File: config.mk
export PLATFORM = sky130hd
export DESIGN_NAME = cuis_top
export DESIGN_NICKNAME = d
export VERILOG_FILES = /design/src/hdl/cuis_pkg.sv /design/src/hdl/cuis_mux4.sv /design/src/hdl/cuis_top.sv
export SDC_FILE = /design/constraint.sdc
export NUM_CORES = 1
export LEC_CHECK = 0
export ABC_AREA = 1
export BUFFER_PORTS_ARGS = -buffer_cell sky130_fd_sc_hd__buf_4
export CORE_MARGIN = 4
export CORE_UTILIZATION = 46
export DETAILED_ROUTE_END_ITERATION = 6
export GPL_TIMING_DRIVEN = 0
export PLACE_DENSITY = 0.78
export SLEW_MARGIN = 25
export SYNTH_ARGS = -nofsm -noshare
export SYNTH_HDL_FRONTEND = slang
export SYNTH_SLANG_ARGS = --single-unit
export TNS_END_PERCENT = 100
File: constraint.sdc
create_clock -name I_REF_CLK -period 1.05 [get_ports I_REF_CLK]
set_input_delay 0.1575 -clock I_REF_CLK [delete_from_list [all_inputs] [get_ports I_REF_CLK]]
set_output_delay 0.1575 -clock I_REF_CLK [all_outputs]
set_load 0.005 [all_outputs]
File: src/hdl/cuis_pkg.sv
// Constants shared by the capture unit input select block
package cuis_pkg;

  // ----------------------------------------
  // Register bus geometry
  // ----------------------------------------
  localparam int CUIS_ADDR_W = 8;
  localparam int CUIS_DATA_W = 8;

  // ----------------------------------------
  // Register offsets
  // ----------------------------------------
  localparam logic [7:0] CUIS_OFS_CAPTURE_TRAP_SEL = 8'h00;
  localparam logic [7:0] CUIS_OFS_POSITION_RUN_SEL = 8'h01;
  localparam logic [7:0] CUIS_OFS_SECOND_TIMER_SEL = 8'h02;

  // ----------------------------------------
  // Reset values
  // ----------------------------------------
  localparam logic [7:0] CUIS_RST_CAPTURE_TRAP_SEL = 8'h00;
  localparam logic [7:0] CUIS_RST_POSITION_RUN_SEL = 8'h00;
  localparam logic [1:0] CUIS_RST_SECOND_TIMER_SEL = 2'h0;
  localparam logic [7:0] CUIS_RST_RDATA = 8'h00;

  // ----------------------------------------
  // Field positions (low bit of each two-bit field)
  // ----------------------------------------
  localparam int CUIS_POS_CHAN0 = 0;
  localparam int CUIS_POS_CHAN1 = 2;
  localparam int CUIS_POS_CHAN2 = 4;
  localparam int CUIS_POS_TRAP = 6;
  localparam int CUIS_POS_HALL0 = 0;
  localparam int CUIS_POS_HALL1 = 2;
  localparam int CUIS_POS_HALL2 = 4;
  localparam int CUIS_POS_TIMER_A = 6;
  localparam int CUIS_POS_TIMER_B = 0;
  localparam int CUIS_FIELD_W = 2;

  // ----------------------------------------
  // Module input indices and legal code masks (bit n set: code n routes pin n)
  // ----------------------------------------
  localparam int CUIS_NUM_IN = 9;
  localparam int CUIS_IDX_CHAN0 = 0;
  localparam int CUIS_IDX_CHAN1 = 1;
  localparam int CUIS_IDX_CHAN2 = 2;
  localparam int CUIS_IDX_TRAP = 3;
  localparam int CUIS_IDX_HALL0 = 4;
  localparam int CUIS_IDX_HALL1 = 5;
  localparam int CUIS_IDX_HALL2 = 6;
  localparam int CUIS_IDX_TIMER_A = 7;
  localparam int CUIS_IDX_TIMER_B = 8;
  // Packed as input 8 down to input 0, four bits each
  localparam logic [35:0] CUIS_VALID_MASKS = {4'h7, 4'h7, 4'h7, 4'h7, 4'h7, 4'h7, 4'hB, 4'hF, 4'h9};

endpackage : cuis_pkg

File: src/hdl/cuis_mux4.sv
// Four-way source pin selector with a defined level on reserved codes
`timescale 1ns/1ns
module cuis_mux4 #(
  parameter logic [3:0] VALID_MASK = 4'hF,
  parameter logic INACTIVE_LEVEL = 1'b0
) (
  input wire logic [3:0] i_src,
  input wire logic [1:0] i_code,
  output logic o_sel
);

  // ----------------------------------------
  // Selection
  // ----------------------------------------
  // Reserved codes park the input instead of passing a floating pin
  always_comb
  begin
    o_sel = INACTIVE_LEVEL; // RULE_10
    if (VALID_MASK[i_code])
    begin
      o_sel = i_src[i_code];
    end
  end

endmodule // cuis_mux4

File: src/hdl/cuis_top.sv
// Top of the capture unit input select block: select registers and input routing
//
// Implementation choices: the register addresses and the plain strobed port.
`timescale 1ns/1ns

// Function
// RULE_01 - Channel 0 capture: code 00 pin0, 11 pin3
// RULE_02 - Channel 1 capture: codes select pins 0-3
// RULE_03 - Channel 2 capture: pins 0,1,3; 10 reserved
// RULE_04 - Trap input: pins 0,1,2; 11 reserved
// RULE_05 - Three hall inputs: pins 0-2; 11 reserved
// RULE_06 - Timer A run input: pins 0-2
// RULE_07 - Timer B run input: pins 0-2; 11 reserved
// RULE_08 - Third register upper bits read zero
// RULE_09 - Selects route inputs only, never outputs
// RULE_10 - Reserved codes give defined inactive level
module cuis_top #(
  parameter logic INACTIVE_LEVEL = 1'b0
) (
  input wire logic I_REF_CLK,
  input wire logic I_RST_B,
  input wire logic [7:0] I_ADDR,
  input wire logic [7:0] I_WDATA,
  input wire logic I_WR,
  input wire logic I_RD,
  output logic [7:0] O_RDATA,
  input wire logic [3:0] I_CHAN0_CAPTURE_SRC,
  input wire logic [3:0] I_CHAN1_CAPTURE_SRC,
  input wire logic [3:0] I_CHAN2_CAPTURE_SRC,
  input wire logic [3:0] I_TRAP_SRC,
  input wire logic [3:0] I_HALL_POS0_SRC,
  input wire logic [3:0] I_HALL_POS1_SRC,
  input wire logic [3:0] I_HALL_POS2_SRC,
  input wire logic [3:0] I_TIMER_A_HW_RUN_SRC,
  input wire logic [3:0] I_TIMER_B_HW_RUN_SRC,
  output logic O_CHAN0_CAPTURE_IN,
  output logic O_CHAN1_CAPTURE_IN,
  output logic O_CHAN2_CAPTURE_IN,
  output logic O_TRAP_IN,
  output logic O_HALL_POS0_IN,
  output logic O_HALL_POS1_IN,
  output logic O_HALL_POS2_IN,
  output logic O_TIMER_A_HW_RUN_IN,
  output logic O_TIMER_B_HW_RUN_IN
);

  // ----------------------------------------
  // Register state
  // ----------------------------------------
  logic [7:0] capture_trap_input_select; // Channel and trap fields
  logic [7:0] position_run_input_select; // Hall and timer A fields
  logic [1:0] second_timer_run_input_select; // Only the stored bits of the third register
  logic [7:0] next_capture_trap_input_select;
  logic [7:0] next_position_run_input_select;
  logic [1:0] next_second_timer_run_input_select;
  logic [7:0] next_rdata;

  // Register writes; an unmapped address writes nothing
  always_comb
  begin
    next_capture_trap_input_select = capture_trap_input_select;
    next_position_run_input_select = position_run_input_select;
    next_second_timer_run_input_select = second_timer_run_input_select;
    if (I_WR)
    begin
      if (I_ADDR == cuis_pkg::CUIS_OFS_CAPTURE_TRAP_SEL)
      begin
        next_capture_trap_input_select = I_WDATA;
      end
      else if (I_ADDR == cuis_pkg::CUIS_OFS_POSITION_RUN_SEL)
      begin
        next_position_run_input_select = I_WDATA;
      end
      else if (I_ADDR == cuis_pkg::CUIS_OFS_SECOND_TIMER_SEL)
      begin
        // Upper bits are not stored, so a careless write cannot leak into a read
        next_second_timer_run_input_select = I_WDATA[1:0]; // RULE_08
      end
    end
  end

  // Read path; data stands only in the cycle after the strobe
  always_comb
  begin
    next_rdata = cuis_pkg::CUIS_RST_RDATA;
    if (I_RD)
    begin
      if (I_ADDR == cuis_pkg::CUIS_OFS_CAPTURE_TRAP_SEL)
      begin
        next_rdata = capture_trap_input_select;
      end
      else if (I_ADDR == cuis_pkg::CUIS_OFS_POSITION_RUN_SEL)
      begin
        next_rdata = position_run_input_select;
      end
      else if (I_ADDR == cuis_pkg::CUIS_OFS_SECOND_TIMER_SEL)
      begin
        next_rdata = {6'h00, second_timer_run_input_select}; // RULE_08
      end
    end
  end

  // Register stage for the register file and read data
  always_ff @(posedge I_REF_CLK or negedge I_RST_B)
  begin
    if (!I_RST_B)
    begin
      capture_trap_input_select <= cuis_pkg::CUIS_RST_CAPTURE_TRAP_SEL;
      position_run_input_select <= cuis_pkg::CUIS_RST_POSITION_RUN_SEL;
      second_timer_run_input_select <= cuis_pkg::CUIS_RST_SECOND_TIMER_SEL;
      O_RDATA <= cuis_pkg::CUIS_RST_RDATA;
    end
    else
    begin
      capture_trap_input_select <= next_capture_trap_input_select;
      position_run_input_select <= next_position_run_input_select;
      second_timer_run_input_select <= next_second_timer_run_input_select;
      O_RDATA <= next_rdata;
    end
  end

  // ----------------------------------------
  // Input routing
  // ----------------------------------------
  // Only input paths live here; pin output direction belongs to the port logic
  logic [3:0] src [cuis_pkg::CUIS_NUM_IN]; // Candidate pins per module input
  logic [1:0] code [cuis_pkg::CUIS_NUM_IN]; // Selected code per module input
  logic [cuis_pkg::CUIS_NUM_IN-1:0] routed; // Mux results before the output stage
  logic [cuis_pkg::CUIS_NUM_IN-1:0] routed_q; // Registered module inputs

  assign src[cuis_pkg::CUIS_IDX_CHAN0] = I_CHAN0_CAPTURE_SRC;
  assign src[cuis_pkg::CUIS_IDX_CHAN1] = I_CHAN1_CAPTURE_SRC;
  assign src[cuis_pkg::CUIS_IDX_CHAN2] = I_CHAN2_CAPTURE_SRC;
  assign src[cuis_pkg::CUIS_IDX_TRAP] = I_TRAP_SRC;
  assign src[cuis_pkg::CUIS_IDX_HALL0] = I_HALL_POS0_SRC;
  assign src[cuis_pkg::CUIS_IDX_HALL1] = I_HALL_POS1_SRC;
  assign src[cuis_pkg::CUIS_IDX_HALL2] = I_HALL_POS2_SRC;
  assign src[cuis_pkg::CUIS_IDX_TIMER_A] = I_TIMER_A_HW_RUN_SRC;
  assign src[cuis_pkg::CUIS_IDX_TIMER_B] = I_TIMER_B_HW_RUN_SRC;

  // Field extraction from the three select registers
  assign code[cuis_pkg::CUIS_IDX_CHAN0] = capture_trap_input_select[cuis_pkg::CUIS_POS_CHAN0 +: 2]; // RULE_01
  assign code[cuis_pkg::CUIS_IDX_CHAN1] = capture_trap_input_select[cuis_pkg::CUIS_POS_CHAN1 +: 2]; // RULE_02
  assign code[cuis_pkg::CUIS_IDX_CHAN2] = capture_trap_input_select[cuis_pkg::CUIS_POS_CHAN2 +: 2]; // RULE_03
  assign code[cuis_pkg::CUIS_IDX_TRAP] = capture_trap_input_select[cuis_pkg::CUIS_POS_TRAP +: 2]; // RULE_04
  assign code[cuis_pkg::CUIS_IDX_HALL0] = position_run_input_select[cuis_pkg::CUIS_POS_HALL0 +: 2]; // RULE_05
  assign code[cuis_pkg::CUIS_IDX_HALL1] = position_run_input_select[cuis_pkg::CUIS_POS_HALL1 +: 2]; // RULE_05
  assign code[cuis_pkg::CUIS_IDX_HALL2] = position_run_input_select[cuis_pkg::CUIS_POS_HALL2 +: 2]; // RULE_05
  assign code[cuis_pkg::CUIS_IDX_TIMER_A] = position_run_input_select[cuis_pkg::CUIS_POS_TIMER_A +: 2]; // RULE_06
  assign code[cuis_pkg::CUIS_IDX_TIMER_B] = second_timer_run_input_select; // RULE_07

  // One selector per module input, each with its own legal code set
  for (genvar g = 0; g < cuis_pkg::CUIS_NUM_IN; g++)
  begin : g_route
    cuis_mux4 #(
      .VALID_MASK(cuis_pkg::CUIS_VALID_MASKS[4*g +: 4]),
      .INACTIVE_LEVEL(INACTIVE_LEVEL)
    ) u_mux (
      .i_src(src[g]),
      .i_code(code[g]),
      .o_sel(routed[g])
    ); // RULE_09
  end

  // Output stage: one cycle of latency buys glitch-free outputs during a select change
  always_ff @(posedge I_REF_CLK or negedge I_RST_B)
  begin
    if (!I_RST_B)
    begin
      routed_q <= '0;
    end
    else
    begin
      routed_q <= routed;
    end
  end

  assign O_CHAN0_CAPTURE_IN = routed_q[cuis_pkg::CUIS_IDX_CHAN0];
  assign O_CHAN1_CAPTURE_IN = routed_q[cuis_pkg::CUIS_IDX_CHAN1];
  assign O_CHAN2_CAPTURE_IN = routed_q[cuis_pkg::CUIS_IDX_CHAN2];
  assign O_TRAP_IN = routed_q[cuis_pkg::CUIS_IDX_TRAP];
  assign O_HALL_POS0_IN = routed_q[cuis_pkg::CUIS_IDX_HALL0];
  assign O_HALL_POS1_IN = routed_q[cuis_pkg::CUIS_IDX_HALL1];
  assign O_HALL_POS2_IN = routed_q[cuis_pkg::CUIS_IDX_HALL2];
  assign O_TIMER_A_HW_RUN_IN = routed_q[cuis_pkg::CUIS_IDX_TIMER_A];
  assign O_TIMER_B_HW_RUN_IN = routed_q[cuis_pkg::CUIS_IDX_TIMER_B];
endmodule // cuis_top

==> run summary, run 1 <==
For the final database, setup skew stands at 0.0106 ns. The count of pins on the block boundary is 73. CTS placed an instance of clkbuf_4 at the clock tree root. The net count after synthesis is 244. The final critical delay including setup and external delays is 1.01 ns.

For this configuration, the core starts out at a cell density of 0.481. The final hold violation count is 0. The number of detailed-route iterations in the first pass is 4.

The finished cells cover 2210 sq um. 0 antenna diodes ended up in the layout. In the layout the commonest cells are buf_4 (63), nand2_1 (48), dfrtp_1 (35). In the final layout, the share of cells above drive strength 1 is 0.320.

The total number of placement rows is 21. The layout overhead on the synthesized area is 36.9%. The highest cell delay on the worst timing path is 0.39 ns. The adder-cell share of the synthesized area is 0. The dominant combinational cell family by area after synthesis is simple AND/OR/NAND/NOR gates. The launching element type of the critical path is a register. The floorplan die height is 67.3 microns.

The via count of the first global-routing pass is 1,315. The area share of the largest cell type after synthesis came out at 0.541. In the finished design, the share of the clock period the worst path needs comes to 0.966.

The initial antenna violation count came out at 0. The number of unique standard cell types used by synthesis came out at 17. The flow ran to the end, and the final reports show no timing, DRC or antenna violations. The share of synthesized cell area in and, or, nand and nor gates came out at 0.300. The gate count of the mapped netlist came out at 188. The total wire length after detailed routing came out at 3530 microns. The maximum operating frequency is 0.986 GHz. TritonCTS built the clock tree. The number of nets in the finished design is 315. The number of buffers added by the clock tree synthesis step came out at 5. The multiplexer share of the synthesized area is 0.00619. The top fanout value on the critical path is 1. The leakage power total is 1.18 nW. The critical path goes through buf_4.

The number of max-capacitance violations reported is 0. The latest clock arrival within the worst-skew pair came out at 0.34 ns. The per-instance average area after synthesis is 8.61 sq um. The wire length per cell after detailed routing is 11.6 microns.

The remaining max-slew budget at the tightest pin is 0.708. The setup path with the least slack is of type register to output pin. The number of slew-limit violations in the final report came out at 0. The first-pass GRT wire length is 5750 microns. The library cell used most frequently in the layout, excluding fill and tap cells, is buf_4. The overall die area came out at 4530 sq um. Global routing finished with a remaining overflow of 0. The post-route antenna net violation count is 0. The measured slew at the worst slew-check pin came out at 0.438 ns. The DRC violations left came out at 0. The share of the Yosys chip area taken by registers is 0.541.

The total setup violations reported at the end of the flow is 0. The placed wire-length estimate came out at 2720 microns. The overall via count from detail_route came out at 1,470. On the critical path the largest part of the delay comes from flip-flops. The path class of the tightest hold or removal check is input pin to register. The worst IR drop on VDD came out at 0.648 mV. By area the synthesized netlist is led by dfrtp_1 (54%), nand2_1 (11%), nand3_1 (9.3%), inv_1 (4.9%), nor2_1 (3.9%). The synthesized cell area came out at 1620 sq um.

The required time of the worst setup path is 0.89 ns. The pin count of the biggest net entering global routing is 36. The number of sinks driven by the clock tree came out at 35.

The filler cells instantiated in the layout total 310. The overall track demand over capacity in global routing is 0.171. STA classifies the critical path endpoint as an output pin.

The number of register bits inferred by synthesis came out at 35. The post-placement cell area is 2150 sq um. The buffer count from post-CTS setup fixing came out at 0.

The fraction of the mapped netlist area in compound gates came out at 0.0828. The largest area contributor in the netlist is dfrtp_1. The Yosys warning count is 0. In this run the horizontal extent of the chip is 67.3 microns. The number of levels the H-tree was split into came out at 2. The number of hold buffers added after CTS was 1. The number of buffer and inverter stages on the critical path came out at 1. Clock-pin slew was measured on the worst setup and hold paths at 0.10 ns. The total power density per cell area came out at 1140 nW/um^2. At the end of routability-driven placement, the weighted congestion stood at 0.797. The number of instances in the placed design came out at 297. The post-synthesis share of cell area spent on xor and xnor gates came out at 0. Among all stages on the critical path, the largest delay is contributed by dfrtp_1. The count of cells in the finished layout, fillers not included, comes to 305. STA puts the critical path data arrival time at 0.86 ns. The standard cell core area came out at 3360 sq um. Setup repair after global routing left no endpoint under its margin. The clock tree buffer depth is 2. The DRC violation total after the first TritonRoute iteration is 105. The count of instances resized after the clock tree is built is 0. The average via count per standard cell is 4.82. The count of buffers added on input and output ports is 63. The setup slack of the most critical reg-to-reg path came out at 0.24 ns.
==> synth_stat cells (all sizes together) <==
master	number
a21oi	11
a32oi	1
buf	3
dfrtp	35
inv	21
mux2i	1
nand2	52
nand3	30
nor2	23
o21ai	5
o31ai	6
==> kinds of logic after synthesis <==
family	Yosys count
DFF	35
AOI/OAI and AO/OA	23
muxes	1
and+or+nand+nor	105
buffers and inverters	24
==> power breakdown <==
part / internal [W] / switching [W]
clock: 0.000310 / 0.000420
combinational: 0.000194 / 0.000150
sequential: 0.00141 / 0.0000397
==> metal layers <==
metal | share of wire | GRT usage
met5 | 0 | 0
met4 | 0.020 | 0.0810
met1 | 0.40 | 0.219
met2 | 0.49 | 0.274
met3 | 0.084 | 0.0399
==> sequential cells by signal (all words and copies together) (netlist names) <==
| name | count |
|---|---|
| O_RDATA | 8 |
| capture_trap_input_select | 8 |
| position_run_input_select | 8 |
| routed_q | 9 |
| second_timer_run_input_select | 2 |
==> through the flow <==
| step | hold slack [ns] | setup WS [ns] | util | total power, W | TNS, ns |
|---|---|---|---|---|---|
| final | 0.0521 | 0.0354 | 0.658 | 0.00252 | 0 |
| after global routing | 0.0399 | 0.00726 | 0.658 | 0.00265 | 0 |
| after CTS | 0.0464 | 0.0203 | 0.658 | 0.00255 | 0 |
| after detailed placement | 0.132 | -0.138 | 0.639 | 0.00182 | -2.44 |
| after global placement | 0.131 | -0.120 | 0.639 | 0.00181 | -2.11 |
| after floorplan | -0.138 | 0.0928 | - | 0.00158 | 0 |
==> tightest hold or removal path, cell delays in order <==
cell and delay, ns:
buf_4 0.09, nand3_1 0.06, nand2_1 0.06
==> final timing paths <==
path	to	startpoint	depth (start not counted)
hold / removal	position_run_input_select[2]	I_WDATA[2]	3
min in group asynchronous	capture_trap_input_select[7]	I_RST_B	2
setup / recovery	O_RDATA[1]	O_RDATA[1]	1
hold reg to reg	routed_q[2]	capture_trap_input_select[5]	1
setup reg to reg	routed_q[6]	position_run_input_select[4]	3
max in group asynchronous	routed_q[3]	I_RST_B	2
==> area by class of cell <==
class / instances / area [sq um] / share of cell area
buffer: 3 / 33.8 / 0.0153
clock buffer: 6 / 51.3 / 0.0232
clock inverter: 1 / 5.00 / 0.00226
inverter: 21 / 78.8 / 0.0356
multi-input combinational: 129 / 629 / 0.284
sequential: 35 / 876 / 0.395
tap: 46 / 57.6 / 0.0260
timing repair buffer: 64 / 483 / 0.218
Power figures use the tool's default switching activity.
==> run 2, diff against run 1 <==
Settings changed: PLACE_DENSITY 0.78 to 0.74.
==> run summary, run 2 (synthesis gave the netlist of run 1 again) <==
The DRC violations left is 0 (unchanged). The number of nets in the finished design was 315 (unchanged). The fraction of the core area covered by cells at the end of the flow is 0.662 (+0.00372).

The average via count per standard cell is 4.84 (+0.49%). The routability congestion estimate from global placement came out at 0.809 (+1.4%). Setup repair after global routing left no endpoint under its margin. The DRC violation total after the first TritonRoute iteration was 78 (-26%). The number of buffers added by the clock tree synthesis step is 5 (unchanged).

The overall via count from detail_route is 1,482 (+0.82%). The critical path goes through buf_4. The initial cell density of the core is 0.481 (unchanged). The post-route worst setup slack is 0.0400 ns (+0.00455 ns).

In this run the clock root is driven by a clkbuf_4. The overall track demand over capacity in global routing came out at 0.166 (-0.00519). The critical path is of the register to output pin type. The number of port buffers is 63 (unchanged).

The post-placement cell area is 2150 sq um (unchanged). The maximum operating frequency came out at 0.990 GHz (+0.45%). The total number of placement rows came to 21 (unchanged). The latest clock arrival within the worst-skew pair is 0.33 ns (about the same). The flip-flop count of the largest register after layout is 9 (unchanged).

The largest register by flop count is routed_q. The number of detailed-route iterations in the first pass is 4 (unchanged). Leaving out fill and tap cells, the most frequent cell in the layout is buf_4.

The arrival time at the worst endpoint is 0.85 ns (about the same). The clock input transition at the sequential cells of the worst setup and hold paths was 0.10 ns (about the same). The final critical delay including setup and external delays was 1.01 ns (-0.00455 ns). STA classifies the critical path endpoint as an output pin. The highest cell delay on the worst timing path came out at 0.39 ns (about the same).

The number of slew-limit violations in the final report is 0 (unchanged). The standard cell core area is 3360 sq um (unchanged). The layout overhead on the synthesized area is 37.7%.

The post-route antenna net violation count is 0 (unchanged). The wire length per cell after detailed routing is 11.5 microns (-0.44%). The final non-filler cell total is 306 (+0.33%).

The total power density per cell area came to 1170 nW/um^2 (+2.7%). The final period utilization came out at 0.962 (-0.00434). The pin count of the biggest net entering global routing is 36 (unchanged). The top fanout value on the critical path came out at 1 (unchanged).

The number of levels the H-tree was split into came out at 2 (unchanged). The initial antenna violation count is 0 (unchanged). The tightest min-delay check is of the input pin to register type.

The first-pass GRT wire length came out at 5670 microns (-1.4%). The category of cells accounting for the largest share of critical-path delay is flip-flops. The clock tree buffer depth is 2 (unchanged). The count of instances resized after the clock tree is built is 0 (unchanged).

The total wire length after detailed routing came out at 3520 microns (-0.11%). The number of sinks driven by the clock tree came to 35 (unchanged). The worst clock skew is 0.00316 ns (-0.00740 ns). The fraction of layout instances using a drive strength above 1 came out at 0.319 (-0.00123). The remaining max-slew budget at the tightest pin is 0.709 (about the same).

The clock tree from TritonCTS is yes. The die outline width came out at 67.3 microns (unchanged). The placement-stage worst setup slack is -0.154 ns (-0.0155 ns). The worst IR drop on VDD came out at 0.832 mV (+28%). The total congestion overflow after global routing is 0 (unchanged). The floorplan die height came out at 67.3 microns (unchanged).

The diode insertion count for antenna repair is 0 (unchanged). The via count of the first global-routing pass is 1,329 (+1.1%). The leakage power total came to 1.19 nW (+0.38%). The run finished with clean final reports. The final hold violation count was 0 (unchanged). The number of inserted filler cells in the final layout was 305 (-1.6%).

The placed wire-length estimate came to 2700 microns (-0.77%). The number of buffer and inverter stages on the critical path came out at 1 (unchanged). The measured slew at the worst slew-check pin is 0.437 ns (-0.000768 ns).

The area of all placed cells without fillers was 2230 sq um (+0.57%). The final sum of negative setup slack came out at 0 ns (unchanged). The slowest cell on the critical path is dfrtp_1. The required time of the worst setup path came out at 0.89 ns (about the same). The number of max-capacitance violations reported is 0 (unchanged).

The number of instances in the placed design came out at 297 (unchanged). The overall die area came out at 4530 sq um (unchanged). STA classifies the critical path startpoint as a register. The total setup violations reported at the end of the flow came to 0 (unchanged). The top cell types in the final layout, fill and taps aside, are buf_4 (63), nand2_1 (48), dfrtp_1 (35).

The count of pins on the block boundary is 73 (unchanged).
[run 2: cell types whose count changed in the layout (fill, tap and decap cells not counted)]
cell | before | now
clkbuf_8 | 1 | 2
clkinv_2 | 1 | 0
clkbuf_1 | 0 | 1
[run 2: cell type report]
class | instances | area (sq um) | area share
Buffer | 3 | 33.8 | 0.0152
Tap cell | 46 | 57.6 | 0.0258
Multi-Input combinational cell | 129 | 629 | 0.283
Sequential cell | 35 | 876 | 0.393
Inverter | 21 | 78.8 | 0.0354
Timing Repair Buffer | 64 | 483 | 0.217
Clock buffer | 8 | 68.8 | 0.0309
[run 2: worst min-delay path, cell delays in order]
cell and delay [ns]:
buf_4 0.08, nand3_1 0.07, nand2_1 0.05
[run 2: path summary, 6_finish.rpt]
| check | endpoint | slack [ns] | start | cells after the start |
|---|---|---|---|---|
| worst max register to register | routed_q[3] | 0.21 | capture_trap_input_select[6] | 3 |
| max in group asynchronous | capture_trap_input_select[3] | 0.44 | I_RST_B | 2 |
| worst min register to register | routed_q[6] | 0.52 | position_run_input_select[5] | 1 |
| worst min-delay path | routed_q[0] | 0.05 | I_CHAN0_CAPTURE_SRC[0] | 3 |
| worst max-delay path | O_RDATA[1] | 0.04 | O_RDATA[1] | 1 |
| min in group asynchronous | routed_q[7] | 0.30 | I_RST_B | 2 |
[run 2: through the flow]
| stage | hold slack (ns) | power (W) |
|---|---|---|
| global route | 0.0383 | 0.00275 |
| CTS | 0.0410 | 0.00264 |
| global placement | 0.135 | 0.00181 |
| detailed placement | 0.132 | 0.00182 |
| floorplan | -0.138 | 0.00158 |
| finish | 0.0498 | 0.00260 |
[run 2: timing repair]
item,in CTS,in global routing
endpoints found under the setup margin,0,0
hold endpoints to repair,35,0
buffers inserted,0,0
hold buffers,1,0
[run 2: where the power goes]
part	switching, W	internal, W
Clock	0.000419	0.000394
Combinational	0.000150	0.000194
Sequential	0.0000397	0.00141
[run 2: metal layers]
layer | global-route usage | up-vias | wire (microns)
met5 | 0 | - | 0
met4 | 0.0608 | 0 | 57
li1 | - | 753 | -
met3 | 0.0383 | 8 | 290
met2 | 0.280 | 49 | 1750
met1 | 0.208 | 672 | 1420
